### src/fp_pkg.sv
/*
 * Package for the front-panel status and control block: system states,
 * blink timing, pin counts and command codes.
 * Assumes a 250 MHz system clock.
 */
package fp_pkg;
    localparam int CLK_HZ = 250_000_000;
    localparam int GP_PINS = 62;
    localparam int RUNTIME_LDEV = 8'h0A;
    // Blink half periods in milliseconds
    localparam int HALF_4HZ_MS = 125;
    localparam int HALF_1HZ_MS = 500;
    localparam int HALF_05HZ_MS = 1000;
    // Base tick of 125 ms; slower rates are multiples of it
    localparam int TICK_CYCLES = CLK_HZ / 1000 * HALF_4HZ_MS;
    localparam int DIV_1HZ = HALF_1HZ_MS / HALF_4HZ_MS;
    localparam int DIV_05HZ = HALF_05HZ_MS / HALF_4HZ_MS;
    localparam logic [1:0] LOCK_CMD_NONE = 2'h0;
    localparam logic [1:0] LOCK_CMD_LOCK = 2'h1;
    localparam logic [1:0] LOCK_CMD_UNLOCK = 2'h2;
    localparam int PB_LEGACY = 0;
    localparam int PB_ACPI = 1;

    typedef enum logic [2:0] {
        SYS_S0, SYS_S1, SYS_S3, SYS_S4, SYS_S5, SYS_OFF
    } sys_state_t;

    typedef enum logic [1:0] {
        LED_DARK, LED_GREEN, LED_RED
    } led_colour_t;
endpackage

### src/blink_if.sv
/*
 * Interface carrying blink phases from the divider to the LED logic.
 * Assumes one clock domain.
 */
`timescale 1ns/1ps
interface blink_if;
    logic ph_4hz;
    logic ph_1hz;
    logic ph_05hz;
    modport src (output ph_4hz, output ph_1hz, output ph_05hz);
    modport dst (input ph_4hz, input ph_1hz, input ph_05hz);
endinterface

### src/front_panel_ctrl.sv
/*
 * Front-panel status and control: LED colour and blink, hood latch and
 * lock bar, I/O disable with lock, processor removal flag, power button.
 * Assumes synchronous inputs; cold_rst only at cold boot; hood_bat_rst
 * only at battery insertion.
 */
// Operation
// - 62 individually configurable general-purpose pins
// - Runtime group configures pins at boot
// - S0 gives steady green power LED
// - S4 blinks green 0.5 Hz, disk dark
// - Thermal red 4 Hz; ROM error red 1 Hz
// - Crowbar blinks red 0.5 Hz, disk dark
// - Disk LED green only with S0 activity
// - Battery-backed latch records hood removal
// - Separate lock and unlock outputs
// - Disable parallel, serial, diskette independently
// - Disable lock cleared only by cold reset
// - Processor removal flagged to chipset
// - Power button drives supply-on per mode
`timescale 1ns/1ps
module front_panel_ctrl
    import fp_pkg::*;
#(
    parameter int TICK = TICK_CYCLES,
    parameter int NPINS = GP_PINS
) (
    input wire logic sys_clk,
    input wire logic rst,
    input wire logic cold_rst,
    input wire logic hood_bat_rst,
    input wire sys_state_t sys_state,
    input wire logic processor_absent,
    input wire logic thermal_trip,
    input wire logic rom_error,
    input wire logic crowbar,
    input wire logic disk_active,
    input wire logic hood_open,
    input wire logic hood_clear,
    input wire logic [1:0] lock_cmd,
    input wire logic dis_wr,
    input wire logic [2:0] dis_wdata,
    input wire logic dis_lock_wr,
    input wire logic processor_removed_input,
    input wire logic removal_ack,
    input wire logic pb_mode,
    input wire logic power_button,
    input wire logic cfg_wr,
    input wire logic [7:0] cfg_ldev,
    input wire logic [NPINS-1:0] cfg_dir,
    input wire logic [NPINS-1:0] cfg_out,
    input wire logic [NPINS-1:0] gp_in,
    output logic [NPINS-1:0] gp_out,
    output logic [NPINS-1:0] gp_oe,
    output logic [NPINS-1:0] gp_in_q,
    output logic power_led_colour_select,
    output logic power_led_blink_control,
    output logic power_led_on,
    output logic disk_led_on,
    output logic hood_removed,
    output logic hood_lock,
    output logic hood_unlock,
    output logic par_disable,
    output logic ser_disable,
    output logic fdc_disable,
    output logic dis_locked,
    output logic cpu_changed,
    output logic supply_on_output
);
    // ==============================================================
    // Blink phases
    blink_if bl ();
    blink_div #(.TICK(TICK)) u_div (
        .sys_clk(sys_clk),
        .rst(rst),
        .bl(bl)
    );

    // ==============================================================
    // LED selection; crowbar, thermal and ROM faults take priority over power state
    led_colour_t col;
    logic blink_en, phase;
    always_comb begin
        col = LED_DARK;
        blink_en = 1'b0;
        phase = 1'b1;
        if (crowbar) begin
            col = LED_RED;
            blink_en = 1'b1;
            phase = bl.ph_05hz;
        end else if (thermal_trip) begin
            col = LED_RED;
            blink_en = 1'b1;
            phase = bl.ph_4hz;
        end else if (rom_error) begin
            col = LED_RED;
            blink_en = 1'b1;
            phase = bl.ph_1hz;
        end else if (sys_state == SYS_S5 || sys_state == SYS_OFF) begin
            col = LED_DARK;
        end else if (processor_absent) begin
            col = LED_RED;
        end else begin
            case (sys_state)
                SYS_S0: col = LED_GREEN;
                SYS_S1, SYS_S3: begin
                    col = LED_GREEN;
                    blink_en = 1'b1;
                    phase = bl.ph_1hz;
                end
                SYS_S4: begin
                    col = LED_GREEN;
                    blink_en = 1'b1;
                    phase = bl.ph_05hz;
                end
                default: col = LED_DARK;
            endcase
        end
    end

    wire pled_d = (col != LED_DARK) && phase;
    wire fault = crowbar | thermal_trip | rom_error | processor_absent;
    wire dled_d = (sys_state == SYS_S0) && !fault && disk_active;

    always_ff @(posedge sys_clk or posedge rst) begin
        if (rst) begin
            power_led_colour_select <= 1'b0;
            power_led_blink_control <= 1'b0;
            power_led_on <= 1'b0;
            disk_led_on <= 1'b0;
        end else begin
            power_led_colour_select <= (col == LED_GREEN);
            power_led_blink_control <= blink_en;
            power_led_on <= pled_d;
            disk_led_on <= dled_d;
        end
    end

    // ==============================================================
    // Hood latch lives on the battery domain reset, not system reset
    always_ff @(posedge sys_clk or posedge hood_bat_rst) begin
        if (hood_bat_rst)
            hood_removed <= 1'b0;
        else if (hood_open)
            hood_removed <= 1'b1;
        else if (hood_clear)
            hood_removed <= 1'b0;
    end

    always_ff @(posedge sys_clk or posedge rst) begin
        if (rst) begin
            hood_lock <= 1'b0;
            hood_unlock <= 1'b0;
        end else begin
            hood_lock <= (lock_cmd == LOCK_CMD_LOCK);
            hood_unlock <= (lock_cmd == LOCK_CMD_UNLOCK);
        end
    end

    // ==============================================================
    // Device disable; a warm reset leaves both lock and settings alone
    always_ff @(posedge sys_clk or posedge cold_rst) begin
        if (cold_rst) begin
            dis_locked <= 1'b0;
            par_disable <= 1'b0;
            ser_disable <= 1'b0;
            fdc_disable <= 1'b0;
        end else begin
            if (dis_wr && !dis_locked) begin
                par_disable <= dis_wdata[0];
                ser_disable <= dis_wdata[1];
                fdc_disable <= dis_wdata[2];
            end
            if (dis_lock_wr)
                dis_locked <= 1'b1;
        end
    end

    // ==============================================================
    // Processor removal, battery backed; set wins over ack
    always_ff @(posedge sys_clk or posedge hood_bat_rst) begin
        if (hood_bat_rst)
            cpu_changed <= 1'b0;
        else if (processor_removed_input)
            cpu_changed <= 1'b1;
        else if (removal_ack)
            cpu_changed <= 1'b0;
    end

    // ==============================================================
    // Power button: legacy toggles supply on each press; ACPI only
    // turns it on, and supply drops when the system enters the off state.
    logic pb_q;
    wire pb_rise = power_button && !pb_q;
    always_ff @(posedge sys_clk or posedge rst) begin
        if (rst) begin
            pb_q <= 1'b0;
            supply_on_output <= 1'b0;
        end else begin
            pb_q <= power_button;
            if (pb_rise) begin
                if (pb_mode == 1'(PB_LEGACY))
                    supply_on_output <= ~supply_on_output;
                else
                    supply_on_output <= 1'b1;
            end else if (pb_mode == 1'(PB_ACPI) && sys_state == SYS_OFF)
                supply_on_output <= 1'b0;
        end
    end

    // ==============================================================
    // General-purpose pins
    wire cfg_hit = cfg_wr && (cfg_ldev == 8'(RUNTIME_LDEV));
    always_ff @(posedge sys_clk or posedge rst) begin
        if (rst) begin
            gp_oe <= '0;
            gp_out <= '0;
            gp_in_q <= '0;
        end else begin
            if (cfg_hit) begin
                gp_oe <= cfg_dir;
                gp_out <= cfg_out;
            end
            gp_in_q <= gp_in;
        end
    end

    // ==============================================================
    // Sampled rst in antecedents keeps the release edge vacuous:
    // outputs are still held in reset at that edge
    a_disk_dark: assert property (@(posedge sys_clk)
        disable iff (rst)
        (sys_state != SYS_S0) |=> !disk_led_on)
        else $error("disk LED lit outside S0");
    a_s0_green: assert property (@(posedge sys_clk)
        disable iff (rst)
        (sys_state == SYS_S0 && !fault && !rst) |=>
        power_led_colour_select && power_led_on && !power_led_blink_control)
        else $error("S0 not steady green");
    a_s4_green: assert property (@(posedge sys_clk)
        disable iff (rst)
        (sys_state == SYS_S4 && !fault && !rst) |=>
        power_led_colour_select && power_led_blink_control && !disk_led_on)
        else $error("S4 not blinking green");
    a_s1_green: assert property (@(posedge sys_clk)
        disable iff (rst)
        ((sys_state == SYS_S1 || sys_state == SYS_S3) && !fault && !rst)
        |=> power_led_colour_select && power_led_blink_control
        && !disk_led_on)
        else $error("suspend LED wrong");
    a_crowbar_red: assert property (@(posedge sys_clk)
        disable iff (rst)
        (crowbar && !rst) |=> !power_led_colour_select
        && power_led_blink_control && !disk_led_on)
        else $error("crowbar not red blink");
    a_thermal_red: assert property (@(posedge sys_clk)
        disable iff (rst)
        (thermal_trip && !crowbar && !rst) |=>
        !power_led_colour_select && power_led_blink_control)
        else $error("thermal not blinking red");
    a_rom_red: assert property (@(posedge sys_clk)
        disable iff (rst)
        (rom_error && !thermal_trip && !crowbar && !rst) |=>
        !power_led_colour_select && power_led_blink_control)
        else $error("ROM error not blinking red");
    a_off_dark: assert property (@(posedge sys_clk)
        disable iff (rst)
        (sys_state == SYS_S5 && !crowbar && !thermal_trip && !rom_error)
        |=> !power_led_on)
        else $error("S5 power LED lit");
    a_absent_red: assert property (@(posedge sys_clk)
        disable iff (rst)
        (processor_absent && sys_state == SYS_S0 && !crowbar
        && !thermal_trip && !rom_error && !rst) |=> power_led_on
        && !power_led_colour_select && !power_led_blink_control)
        else $error("absent processor not steady red");
    a_hood_set: assert property (@(posedge sys_clk)
        disable iff (hood_bat_rst)
        hood_open |=> hood_removed ##1 (hood_removed || $past(hood_clear)))
        else $error("hood latch lost");
    a_lock_holds: assert property (@(posedge sys_clk)
        disable iff (cold_rst)
        (dis_locked && dis_wr) |=> $stable(par_disable)
        && $stable(ser_disable) && $stable(fdc_disable))
        else $error("locked disable changed");
    a_lock_sticky: assert property (@(posedge sys_clk)
        disable iff (cold_rst)
        dis_locked |=> dis_locked)
        else $error("lock cleared without cold reset");
    a_removal_flag: assert property (@(posedge sys_clk)
        disable iff (hood_bat_rst)
        processor_removed_input |=> cpu_changed)
        else $error("removal not flagged");
    a_unlock_drive: assert property (@(posedge sys_clk)
        disable iff (rst)
        (lock_cmd == LOCK_CMD_UNLOCK && !rst) |=> hood_unlock && !hood_lock)
        else $error("unlock command not driven");
    a_legacy_toggle: assert property (@(posedge sys_clk)
        disable iff (rst)
        (pb_rise && pb_mode == 1'(PB_LEGACY) && !rst) |=>
        supply_on_output != $past(supply_on_output))
        else $error("legacy button did not toggle");
    a_acpi_off: assert property (@(posedge sys_clk)
        disable iff (rst)
        (pb_mode == 1'(PB_ACPI) && !pb_rise && sys_state == SYS_OFF)
        |=> !supply_on_output)
        else $error("ACPI supply not dropped in off state");
    a_pin_cfg: assert property (@(posedge sys_clk)
        disable iff (rst)
        (cfg_hit && !rst) |=> gp_oe == $past(cfg_dir)
        && gp_out == $past(cfg_out))
        else $error("pin config not applied");

    c_suspend: cover property (@(posedge sys_clk) disable iff (rst)
        sys_state == SYS_S3 ##1 power_led_blink_control);
    c_lock: cover property (@(posedge sys_clk) disable iff (rst)
        dis_locked && dis_wr);
    c_acpi_on: cover property (@(posedge sys_clk) disable iff (rst)
        pb_rise && pb_mode == 1'(PB_ACPI));
    c_hood: cover property (@(posedge sys_clk) disable iff (rst)
        hood_open ##1 hood_removed);
endmodule

### src/blink_div.sv
/*
 * Blink divider: square-wave phases at 4 Hz, 1 Hz and 0.5 Hz.
 * Assumes sys_clk at the package rate; TICK shortens in simulation.
 */
`timescale 1ns/1ps
module blink_div
    import fp_pkg::*;
#(
    parameter int TICK = TICK_CYCLES
) (
    input wire logic sys_clk,
    input wire logic rst,
    blink_if.src bl
);
    logic [27:0] cnt_q;
    // Bit k of the tick count toggles every 2**k ticks
    logic [3:0] slow_q;
    logic ph4_q;
    logic tick;

    assign tick = (cnt_q == 28'(TICK - 1));

    // Equal halves: every phase toggles on whole ticks
    always_ff @(posedge sys_clk or posedge rst) begin
        if (rst) begin
            cnt_q <= 28'h0;
            slow_q <= 4'h0;
            ph4_q <= 1'b0;
        end else if (tick) begin
            cnt_q <= 28'h0;
            ph4_q <= ~ph4_q;
            slow_q <= slow_q + 4'h1;
        end else begin
            cnt_q <= cnt_q + 28'h1;
        end
    end

    assign bl.ph_4hz = ph4_q;
    assign bl.ph_1hz = slow_q[$clog2(DIV_1HZ)];
    assign bl.ph_05hz = slow_q[$clog2(DIV_05HZ)];
endmodule

### config.mk
export PLATFORM = sky130hd
export DESIGN_NAME = front_panel_ctrl
export DESIGN_NICKNAME = d
export VERILOG_FILES = /design/src/fp_pkg.sv /design/src/blink_if.sv /design/src/front_panel_ctrl.sv /design/src/blink_div.sv
export SDC_FILE = /design/constraint.sdc
export NUM_CORES = 1
export LEC_CHECK = 0
export ABC_AREA = 1
export BUFFER_PORTS_ARGS = -buffer_cell sky130_fd_sc_hd__buf_2
export CORE_AREA = 4 4 163 165
export CTS_BUF_LIST = sky130_fd_sc_hd__clkbuf_16
export CTS_CLUSTER_DIAMETER = 30
export CTS_CLUSTER_SIZE = 14
export DETAILED_ROUTE_END_ITERATION = 6
export DIE_AREA = 0 0 167 169
export HOLD_SLACK_MARGIN = 0.02
export PLACE_DENSITY_LB_ADDON = 0.12
export RECOVER_POWER = 50
export SLEW_MARGIN = 20
export SYNTH_ARGS = -nofsm -noshare
export SYNTH_HDL_FRONTEND = slang
export SYNTH_SLANG_ARGS = --single-unit
### constraint.sdc
create_clock -name sys_clk -period 11.25 [get_ports sys_clk]
set_input_delay 2.25 -clock sys_clk [delete_from_list [all_inputs] [get_ports sys_clk]]
set_output_delay 2.25 -clock sys_clk [all_outputs]
set_load 0.05 [all_outputs]
# Word level (Yosys, flattened, before mapping)
# Cells that the tools add are included.
[word_totals]
regBits = 233
latchBits = 0
ramBits = 0
mem_bits_ro = 0
input_bits = 220
out_inout_bits = 199
elab_cells = 82
n_memories = 0
[op_classes]
add_sub_neg = 2
mul = 0
div_mod_pow = 0
magnitude_cmp = 0
eq_ne = 10
shifts = 0
muxes = 26
bitwise_logic = 5
n_reduce_logical = 19
[ops]
columns = ["cell", "count"]
rows = [
  ["adder 28 x 1 -> 28 bit (second input constant)", 1],
  ["== test 28 x 25 -> 1 bit (second input constant)", 1],
  ["2-to-1 mux 28 bit", 1],
  ["2-to-1 mux 1 bit", 19],
  ["2-to-1 mux 2 bit", 5],
  ["== test 8 x 4 -> 1 bit (second input constant)", 1],
  ["nonzero test 2 bit", 4],
  ["logical AND 1 bit", 7],
  ["== test 3 x 2 -> 1 bit (second input constant)", 2],
  ["== test 3 bit (second input constant)", 2],
  ["adder 4 x 1 -> 4 bit (second input constant)", 1],
  ["== test 2 x 1 -> 1 bit (second input constant)", 2],
  ["OR reduction 4 bit", 1],
  ["== test 3 x 1 -> 1 bit (second input constant)", 1],
  ["zero test 1 bit", 3],
  ["zero test 3 bit", 1],
  ["bitwise OR 1 bit", 3],
  ["OR reduction 3 bit", 1],
  ["== test 2 bit (second input constant)", 1],
  ["inverter 1 bit", 2],
  ["one-hot mux 1 bit (2 select lines)", 1],
  ["OR reduction 2 bit", 1],
  ["logical OR 1 bit", 1],
]

# Longest topological paths before layout
# Gate-level depths: netlist of the first run.
[depth]
ltp_word = 10
ltp_mapped = 10
depth_no_buf = 9

# Modules after synthesis
# From an unflattened synthesis of the first run, not the netlist that was laid out.
[hier_totals]
hier_cells = 940
area_unflattened_um2 = 9479.1
[modules_own_cells]
columns = ["mod", "n_inst", "cells_each", "area_each_um2", "seq_area_each_um2"]
rows = [
  ["front_panel_ctrl", 1, 653, 7483.4, 5004.8],
  ["blink_div", 1, 287, 1995.7, 825.8],
]

# Worst setup path after synthesis of the first run
# No wires, ideal clock.
[synth_path]
kind = "in2reg"
from = "input cfg_ldev[2]"
to = "register gp_oe[0]"
setup_time_ns = 0.119
arrival_ns = 3.351
required_time_ns = 11.131
path_slack_ns = 7.780
cell_stages = 6
n_path_buf = 2
path_cell_list = "nor4_4 > nand3_1 > clkbuf_1 > buf_2 > nand2_1 > nand2_1"
[synth_between]
elab_chain_len = 2
[synth_rtl]
columns = ["item", "line_no", "source"]
rows = [
  ["start: declaration", "front_panel_ctrl.sv:49", "input wire logic [7:0] cfg_ldev,"],
  ["== test 8 x 4 -> 1 bit", "front_panel_ctrl.sv:213", "wire cfg_hit = cfg_wr && (cfg_ldev == 8'(RUNTIME_LDEV));"],
  ["logical AND 1 bit", "front_panel_ctrl.sv:213", ""],
  ["end signal: assignment", "front_panel_ctrl.sv:221", "gp_oe <= cfg_dir;"],
  ["end: declaration", "front_panel_ctrl.sv:54", "output logic [NPINS-1:0] gp_oe,"],
]
# No other way between the ends.
# A chain may end at the register's enable or synchronous reset.

==> results.sh, run 1 <==
export IMPL_period_needed_ns=6.14
export IMPL_endpoint_kind="async pin"
export IMPL_grt_overflow=0
export IMPL_required_ns=11.81
export IMPL_ff2ff_path_depth=8
export IMPL_seq_power_share=0.331
export IMPL_place_gp_congestion=0.857
export IMPL_violations="capacitance limit, slew limit"
export IMPL_cts_tree="done"
export IMPL_p_clk_frac=0.572
export IMPL_final_antenna_net_count=0
export IMPL_row_count=58
export IMPL_syn_nets=1204
export IMPL_r2r_slack_ns=8.93
export IMPL_synth_warnings=0
export IMPL_grt_max_degree=104
export IMPL_holdPathStages=2
export IMPL_postCtsSetupBuffers=0
export IMPL_hpwlAfterDp_um=20500
export IMPL_combPwrFrac=0.097
export IMPL_io_buffers=418
export IMPL_grt_pass1_vias=8602
export IMPL_cts_hold_buf=0
export IMPL_clock_skew_ns=0.0148
export IMPL_dieArea_um2=28200
export IMPL_placed_cell_area_um2=11600
export IMPL_h_tree_depth=2
export IMPL_pre_cts_slack_ns=6.31
export IMPL_relSlewSlack=-2.08
export IMPL_finalWorstSetupSlack_ns=5.11
export IMPL_intPower_mw=2.01
export IMPL_dp_cells=1685
export IMPL_finalCritPeriodShare=0.546
export IMPL_p_total_mw=2.69
export IMPL_start_kind="input pin"
export IMPL_drive_gt1_frac=0.275
export IMPL_powerDensity_nw_per_um2=204
export IMPL_fin_area_um2=13200
export IMPL_cts_reportedPaths_clkPinSlew_ns=0.04
export IMPL_stdcell_count=1782
export IMPL_clock_sinks=233
export IMPL_wl_per_cell_um=16.7
export IMPL_max_cap_violations=1
export IMPL_fin_tns_setup_ns=0
export IMPL_holdWs_ns=0.459
export IMPL_nets=1631
export IMPL_clock_path_buffers=3
export IMPL_hp_class="reg2reg"
export IMPL_drt_iter0_markers=460
export IMPL_area_growth_pct=44.1
export IMPL_viasPerCell=4.73
export IMPL_synth_seq_cells=233
export IMPL_drtPass1Iterations=7
export IMPL_timing_final_max_slew_violations=104
export IMPL_wirelength_um=29800
export IMPL_numCtsBuffers=52
export IMPL_syn_area_um2=9180
export IMPL_worst_slew_pin_slew_ns=4.60
export IMPL_ys_types=23
export IMPL_arrival_ns=6.70
export IMPL_antenna_found_initial=5
export IMPL_p_sw_mw=0.685
export IMPL_fmax_mhz=163
export IMPL_crit_fanout=103
export IMPL_multi_input_area_um2=2940
export IMPL_utilization=0.528
export IMPL_criticalPathCategory="in2async"
export IMPL_die_x_um=167
export IMPL_grt_pass1_wl_um=46700
export IMPL_setup_viol=0
export IMPL_synthCells=982
export IMPL_p_leak_nw=7.15
export IMPL_n_fill_cell=2455
export IMPL_grtUsageTotal=0.204
export IMPL_switching_share=0.254
export IMPL_coreArea_um2=25000
export IMPL_hold_viol=0
export IMPL_status="finished, violations left"
export IMPL_die_h_um=169
export IMPL_rsz0062_at_grt="false"
export IMPL_clock_latency_ns=0.53
export IMPL_yosysSeqAreaShare=0.635
export IMPL_io_pins=419
export IMPL_ctsResizeCount=0
export IMPL_synth_area_per_cell_um2=9.34
export IMPL_ff_latch_area_um2=5830
export IMPL_drc_errors=0
export IMPL_vias=8437
export IMPL_start_util=0.366
export IMPL_root_buffer="clkbuf_16"
export IMPL_irDropWorstVdd_uv=119
[final timing paths]
kind                                                   to                     start
worst max-delay path                 gp_oe[6]$_DFFE_PP0P_                       rst
max in group sys_clk                gp_oe[46]$_DFFE_PP0P_               cfg_ldev[7]
worst min-delay path               gp_out[39]$_DFFE_PP0P_    gp_out[39]$_DFFE_PP0P_
worst min register to register     gp_out[39]$_DFFE_PP0P_    gp_out[39]$_DFFE_PP0P_
worst max register to register  u_div.cnt_q[22]$_DFF_PP0_  u_div.cnt_q[0]$_DFF_PP0_
min in group asynchronous        hood_removed$_DFFE_PP0P_              hood_bat_rst
[critical path: stages]
cell	delay (ns)
clkbuf_1	0.08
clkinvlp_2	2.52
buf_4	0.98
buf_4	0.73
[layout by cell type (no fill, tap or decap), drive strengths merged]
cell,instances
nand3b,2
ha,2
xnor2,2
nor3b,2
or2,3
clkinvlp,7
inv,66
o32ai,1
mux2,3
diode,3
xor2,11
nor3,2
clkinv,15
nand4,127
nand3,26
a31oi,1
nand2,364
o21ai,3
nor2,84
bufinv,10
dfrtp,233
buf,307
clkbuf,173
nor4,1
a21oi,1
o21bai,3
[per-layer routing]
layer,GRT usage,wire (µm),part of all wire,up-vias
met2,0.355,14900,0.50,355
li1,-,-,-,4073
met1,0.240,11500,0.38,3938
met3,0.0661,2620,0.088,67
met5,0,27,0.00091,-
met4,0.0701,816,0.027,4
[cell type report]
type	count	share of cell area
clock inverter	41	0.0361
timing repair buffer	427	0.152
multi-input combinational	638	0.223
sequential	233	0.441
clock buffer	53	0.100
tap	330	0.0312
antenna	3	0.000568
inverter	57	0.0163
[state kept, by name, indices dropped and copies added, names as in the netlist, 4 cells and up]
register / cells
gp_oe: 62
gp_out: 62
u_div.slow_q: 4
gp_in_q: 62
u_div.cnt_q: 28
[power groups by stage]
stage	logic, mW	registers [mW]	clock network [mW]
2_1_floorplan	0.0459	1.03	0
3_3_place_gp	0.271	0.903	0
3_5_place_dp	0.272	0.903	0
4_1_cts	0.273	0.891	1.57
5_1_grt	0.281	0.896	1.62
6_report	0.261	0.892	1.54
[cell usage after synthesis]
library cell / count / area share
a21oi_1: 1 / 0.00054
a31oi_1: 1 / 0.00068
buf_1: 6 / 0.0025
buf_2: 9 / 0.0049
clkbuf_1: 39 / 0.016
dfrtp_1: 233 / 0.64
ha_1: 2 / 0.0027
inv_1: 57 / 0.023
mux2_2: 3 / 0.0037
nand2_1: 364 / 0.15
nand3_1: 26 / 0.014
nand3b_1: 2 / 0.0016
nand4_1: 127 / 0.087
nor2_1: 84 / 0.034
nor3_1: 2 / 0.0011
nor3b_1: 2 / 0.0016
nor4_4: 1 / 0.0023
o21ai_0: 3 / 0.0016
o21bai_1: 3 / 0.0025
o32ai_1: 1 / 0.00095
or2_2: 3 / 0.0020
xnor2_1: 2 / 0.0019
xor2_1: 11 / 0.011
[logic make-up (layout without fill, tap and decap cells)]
| family | Yosys count | in the layout | synth area share |
|---|---|---|---|
| muxes | 3 | 3 | 0.00368 |
| and+or+nand+nor | 611 | 611 | 0.293 |
| other | 0 | 3 | 0 |
| xor gates and xnor gates | 13 | 13 | 0.0124 |
| AOI/OAI and AO/OA | 9 | 9 | 0.00627 |
| DFF | 233 | 233 | 0.635 |
| adders and majority gates | 2 | 2 | 0.00273 |
| buffers and inverters | 111 | 578 | 0.0466 |
No activity file was read; power rests on OpenSTA's default activity.
==> inputs of run 2 (changes only) <==
Settings changed: ABC_AREA 1 to 0, CORE_AREA 4 4 163 165 to 4 4 161 163, DIE_AREA 0 0 167 169 to 0 0 165 167.
Clock period 11.25 ns to 5.5 ns, I/O delays scaled along.
==> run 2 against run 1 <==
The run now ends clean. Via count down 30%. Clock power increased by 110%. Sequential share of layout area grew 2.0 points. Die area fell by 2.4%. Count of clock-buffer cells in the layout up 4. Core utilization shrank 0.78 points. Power increased by 110%. Largest cell class unchanged.
==> results.sh, run 2 <==
export IMPL_status="finished, final reports clean"
export IMPL_cts_reportedPaths_clkPinSlew_ns=0.04
export IMPL_clock_latency_ns=0.54
export IMPL_ctsResizeCount=0
export IMPL_worst_slew_pin_slew_ns=1.31
export IMPL_synthCells=514
export IMPL_clock_skew_ns=0.0143
export IMPL_clock_path_buffers=3
export IMPL_synth_area_per_cell_um2=16.1
export IMPL_finalCritPeriodShare=0.481
export IMPL_syn_nets=736
export IMPL_reg_largest_list="gp_in_q x62, gp_oe x62, gp_out x62"
export IMPL_crit_family="simple AND/OR/NAND/NOR gates"
export IMPL_synth_edff_count=0
export IMPL_grtUsageTotal=0.168
export IMPL_async_reset_ff_frac=1.00
export IMPL_synth_commonest_cells="dfrtp_1 (233), mux2_2 (122), nor2_1 (23)"
export IMPL_grt_overflow=0
export IMPL_p_leak_nw=7.02
export IMPL_synth_top_area_frac=0.704
export IMPL_die_x_um=165
export IMPL_area_growth_pct=52.9
export IMPL_synth_warnings=0
export IMPL_viasPerCell=4.35
export IMPL_arrival_ns=3.04
export IMPL_synth_seq_cells=233
export IMPL_slowest_stage="nor4_1"
export IMPL_period_needed_ns=2.64
export IMPL_io_pins=419
export IMPL_grt_pass1_wl_um=35800
export IMPL_synthTopCellsByArea="dfrtp_1 (70%), mux2_2 (17%), xor2_1 (1.6%), xnor2_1 (1.5%), nor2_1 (1.0%)"
export IMPL_endpoint_kind="register"
export IMPL_holdWs_ns=0.393
export IMPL_placed_cell_area_um2=10800
export IMPL_rsz0062_at_grt="false"
export IMPL_antenna_found_initial=4
export IMPL_required_ns=5.90
export IMPL_yosysMostFrequentCell="dfrtp_1"
export IMPL_place_gp_congestion=0.800
export IMPL_yosysSeqAreaShare=0.704
export IMPL_drt_iter0_markers=303
export IMPL_relSlewSlack=0.116
export IMPL_synth_largest_area_cell="dfrtp_1"
export IMPL_cpMostUsedCell="nand4_1"
export IMPL_setup_viol=0
export IMPL_powerDensity_nw_per_um2=446
export IMPL_ys_types=37
export IMPL_cts_hold_buf=0
export IMPL_fmax_mhz=378
export IMPL_vias=5887
export IMPL_crit_chain="ha_1 -> nand4_1 -> nor4_1 -> nand4_1 -> xor2_1 -> nor2_1"
export IMPL_dieArea_um2=27600
export IMPL_timing_final_max_slew_violations=0
export IMPL_criticalPathCategory="reg2reg"
export IMPL_hpwlAfterDp_um=17700
export IMPL_final_common_cell="buf_2"
export IMPL_final_cell_mix="buf_2 (415), dfrtp_1 (233), mux2_2 (122), clkbuf_16 (57), nor2_1 (23)"
export IMPL_critical_path_max_stage_delay_ns=1.16
export IMPL_final_antenna_net_count=0
export IMPL_drc_errors=0
export IMPL_cts_tree="done"
export IMPL_coreArea_um2=24300
export IMPL_drtPass1Iterations=4
export IMPL_crit_buf_inv=0
export IMPL_clock_sinks=233
export IMPL_wirelength_um=24000
export IMPL_synthFlopType="dfrtp_1"
export IMPL_fin_area_um2=12700
export IMPL_max_cap_violations=0
export IMPL_drive_gt1_frac=0.617
export IMPL_syn_area_um2=8280
export IMPL_hp_class="in2async"
export IMPL_hold_viol=0
export IMPL_start_kind="register"
export IMPL_wl_per_cell_um=17.7
export IMPL_grt_pass1_vias=6255
export IMPL_irDropWorstVdd_uv=240
export IMPL_start_util=0.340
export IMPL_fin_tns_setup_ns=0
export IMPL_crit_fanout=7
export IMPL_io_buffers=418
export IMPL_die_h_um=167
export IMPL_row_count=57
export IMPL_nets=1201
export IMPL_numCtsBuffers=57
export IMPL_root_buffer="clkbuf_16"
export IMPL_postCtsSetupBuffers=0
export IMPL_grt_max_degree=125
export IMPL_h_tree_depth=2
## run 2: changes by cell type in the layout (fill, tap and decap cells not counted), moves of 60 or more
cell	delta
nand4_1	-115
nand2_1	-353
mux2_2	+119
nor2_1	-60
clkbuf_1	-117
buf_2	+117
## run 2: path summary, 6_finish.rpt
check	depth (start not counted)	endpoint	slack, ns	start
max in group asynchronous	3	gp_in_q[12]$_DFF_PP0_	3.48	rst
worst min-delay path	2	cpu_changed$_DFFE_PP0P_	0.39	hood_bat_rst
worst max register to register	6	u_div.cnt_q[24]$_DFF_PP0_	2.86	u_div.cnt_q[0]$_DFF_PP0_
worst min register to register	1	u_div.bl.ph_4hz$_DFFE_PP0N_	0.47	u_div.bl.ph_4hz$_DFFE_PP0N_
min in group sys_clk	1	u_div.bl.ph_4hz$_DFFE_PP0N_	0.47	u_div.bl.ph_4hz$_DFFE_PP0N_
worst max-delay path	6	u_div.cnt_q[24]$_DFF_PP0_	2.86	u_div.cnt_q[0]$_DFF_PP0_
## run 2: layer usage
| metal | part of all wire | up-vias | global-route usage |
|---|---|---|---|
| li1 | - | 2748 | - |
| met1 | 0.36 | 2793 | 0.184 |
| met2 | 0.51 | 280 | 0.291 |
| met3 | 0.099 | 64 | 0.0655 |
| met4 | 0.031 | 2 | 0.0633 |
| met5 | 0.00029 | - | 0 |
## run 2: report_power, final
group          internal (mW)  switching [mW]
logic                  0.143           0.378
registers               1.79          0.0268
clock network           2.32           0.980
## run 2: metrics by stage
stage	util	setup slack, ns	power, mW	cells
finish	0.520	2.86	5.65	1354
global route	0.520	2.67	5.86	1354
CTS	0.522	3.05	5.73	1351
detailed placement	0.443	2.86	2.38	1244
global placement	0.443	2.89	2.37	1244
floorplan	-	1.43	2.18	514
## run 2: kinds of logic after synthesis
family | share of synthesized area
adder cells (fa/ha/maj) | 0.00302
XOR/XNOR | 0.0327
multiplexers | 0.174
flip-flops | 0.704
buffers and inverters | 0.0138
AND/OR/NAND/NOR | 0.0635
AO/OA/AOI/OAI | 0.00846
## run 2: cell type report
type / count / area (µm²)
Antenna cell: 3 / 7.51
Multi-Input combinational cell: 257 / 2290
Sequential cell: 233 / 5830
Clock buffer: 57 / 1430
Inverter: 8 / 31.3
Tap cell: 324 / 405
Timing Repair Buffer: 422 / 2160
Clock inverter: 50 / 505
Fill cell: 2173 / 11700
==> inputs of run 3 (changes only) <==
Settings changed: ABC_AREA 0 to 1, CORE_AREA 4 4 161 163 to 4 4 163 165, DIE_AREA 0 0 165 167 to 0 0 167 169.
Clock period 5.5 ns to 2.7 ns, I/O delays scaled along.
==> run 3 against run 2 <==
Cell count rose by 32%. The flow now finishes with violations (capacitance limit, slew limit). Die area rose by 2.4%. Critical path type is now in2reg. Via count rose by 44%.
==> results.sh, run 3 (synthesized netlist as in run 1, its figures left out) <==
export IMPL_criticalPathCategory="in2reg"
export IMPL_period_needed_ns=2.21
export IMPL_multi_input_area_um2=2940
export IMPL_viasPerCell=4.72
export IMPL_worst_slew_pin_slew_ns=1.59
export IMPL_clock_sinks=233
export IMPL_coreArea_um2=25000
export IMPL_numCtsBuffers=55
export IMPL_clock_skew_ns=0.0110
export IMPL_fmax_mhz=452
export IMPL_crit_start="cfg_ldev[7]"
export IMPL_cts_tree="done"
export IMPL_reg_largest_list="gp_in_q x62, gp_oe x62, gp_out x62"
export IMPL_stdcell_count=1792
export IMPL_setup_viol=0
export IMPL_area_growth_pct=47.1
export IMPL_hold_viol=0
export IMPL_io_buffers=418
export IMPL_grtUsageTotal=0.206
export IMPL_drtPass1Iterations=4
export IMPL_fin_area_um2=13500
export IMPL_vias=8462
export IMPL_drt_iter0_markers=474
export IMPL_irDropWorstVdd_uv=484
export IMPL_n_fill_cell=2381
export IMPL_pre_cts_slack_ns=0.638
export IMPL_row_count=58
export IMPL_r2r_start="u_div.cnt_q[0]$_DFF_PP0_"
export IMPL_crit_end="gp_out[22]$_DFFE_PP0P_"
export IMPL_drc_errors=0
export IMPL_grt_max_degree=125
export IMPL_endpoint_kind="register"
export IMPL_critical_path_max_stage_delay_ns=1.14
export IMPL_cts_reportedPaths_clkPinSlew_ns=0.05
export IMPL_grt_overflow=0
export IMPL_relSlewSlack=-0.0617
export IMPL_ff_latch_area_um2=5830
export IMPL_placed_cell_area_um2=11600
export IMPL_required_ns=3.16
export IMPL_dieArea_um2=28200
export IMPL_grt_pass1_wl_um=47100
export IMPL_timing_final_max_slew_violations=353
export IMPL_wirelength_um=30300
export IMPL_powerDensity_nw_per_um2=852
export IMPL_hpwlAfterDp_um=20800
export IMPL_crit_family="buffers and inverters"
export IMPL_holdWs_ns=0.109
export IMPL_root_buffer="clkbuf_16"
export IMPL_max_cap_violations=2
export IMPL_crit_chain="clkbuf_1 -> nor3b_2 -> clkbuf_4 -> nand4_1 -> nand2_1"
export IMPL_clock_path_buffers=3
export IMPL_place_gp_congestion=0.864
export IMPL_finalWorstSetupSlack_ns=0.490
export IMPL_wl_per_cell_um=16.9
export IMPL_finalCritPeriodShare=0.819
export IMPL_path_depth=5
export IMPL_utilization=0.539
export IMPL_arrival_ns=2.67
export IMPL_status="finished, violations left"
export IMPL_crit_buf_inv=2
export IMPL_slowest_stage="clkbuf_4"
export IMPL_nets=1636
export IMPL_final_antenna_net_count=0
export IMPL_clock_latency_ns=0.53
export IMPL_drive_gt1_frac=0.362
export IMPL_die_h_um=169
export IMPL_final_cell_mix="buf_2 (412), nand2_1 (364), dfrtp_1 (233), nand4_1 (127), nor2_1 (83)"
export IMPL_final_common_cell="buf_2"
export IMPL_start_util=0.366
export IMPL_rsz0062_at_grt="false"
export IMPL_h_tree_depth=2
export IMPL_crit_fanout=124
export IMPL_grt_pass1_vias=8523
export IMPL_die_x_um=167
export IMPL_hp_class="in2reg"
export IMPL_start_kind="input pin"
export IMPL_p_leak_nw=7.59
export IMPL_violations="capacitance limit, slew limit"
export IMPL_io_pins=419
export IMPL_dp_cells=1685
export IMPL_ff2ff_path_depth=9
export IMPL_antenna_found_initial=7
export IMPL_r2r_slack_ns=0.72
export IMPL_rr_endpoint="u_div.cnt_q[18]$_DFF_PP0_"
-- run 3: cell count changes in the layout (fill, tap and decap cells not counted), moves of 7 or more --
| cell | delta |
|---|---|
| clkinv_1 | -15 |
| clkinv_4 | +7 |
| inv_1 | +46 |
| mux2_2 | -119 |
| nand2_1 | +353 |
| nand3_1 | +14 |
| nand4_1 | +115 |
| nor2_1 | +60 |
| xnor2_1 | -12 |
-- run 3: worst min path at each step --
stage | startpoint | to | slack [ns] | cells after the start
after floorplan | hood_bat_rst | cpu_changed$_DFFE_PP0P_ | 0.28 | 1
after global placement | hood_bat_rst | hood_removed$_DFFE_PP0P_ | 0.39 | 2
after detailed placement | hood_bat_rst | hood_removed$_DFFE_PP0P_ | 0.40 | 2
after CTS | gp_in[33] | gp_in_q[33]$_DFF_PP0_ | 0.08 | 1
after global routing | gp_in[19] | gp_in_q[19]$_DFF_PP0_ | 0.08 | 1
final | gp_in[33] | gp_in_q[33]$_DFF_PP0_ | 0.11 | 1
-- run 3: final cells by class --
class / instances / share of cell area
Antenna cell: 5 / 0.000927
Clock buffer: 55 / 0.102
Clock inverter: 45 / 0.0381
Inverter: 57 / 0.0159
Multi-Input combinational cell: 638 / 0.218
Sequential cell: 233 / 0.432
Tap cell: 330 / 0.0306
Timing Repair Buffer: 429 / 0.163
-- run 3: metrics by stage --
stage                     setup TNS, ns  total power [mW]
after floorplan                 -182.96              4.49
after global placement                0              4.90
after detailed placement              0              4.91
after CTS                             0              11.7
after global routing                  0              11.9
final                                 0              11.5
-- run 3: power by group --
group          internal [mW]  leakage [nW]  switching (mW)
sequential              3.65          3.05          0.0633
combinational          0.265          3.62           0.858
clock                   4.57         0.923            2.09
total                   8.49          7.59            3.02
-- run 3: layer usage --
layer,vias to the layer above,global-route usage,part of all wire
li1,4088,-,-
met1,3934,0.248,0.38
met2,369,0.344,0.49
met3,69,0.0705,0.091
met4,2,0.0768,0.030
met5,-,0,0.00023
-- run 3: repair_timing --
item,in CTS,in global routing
endpoints found under the hold margin,6,0
hold buffers,2,0
resized for setup,0,0
buffers inserted,0,0
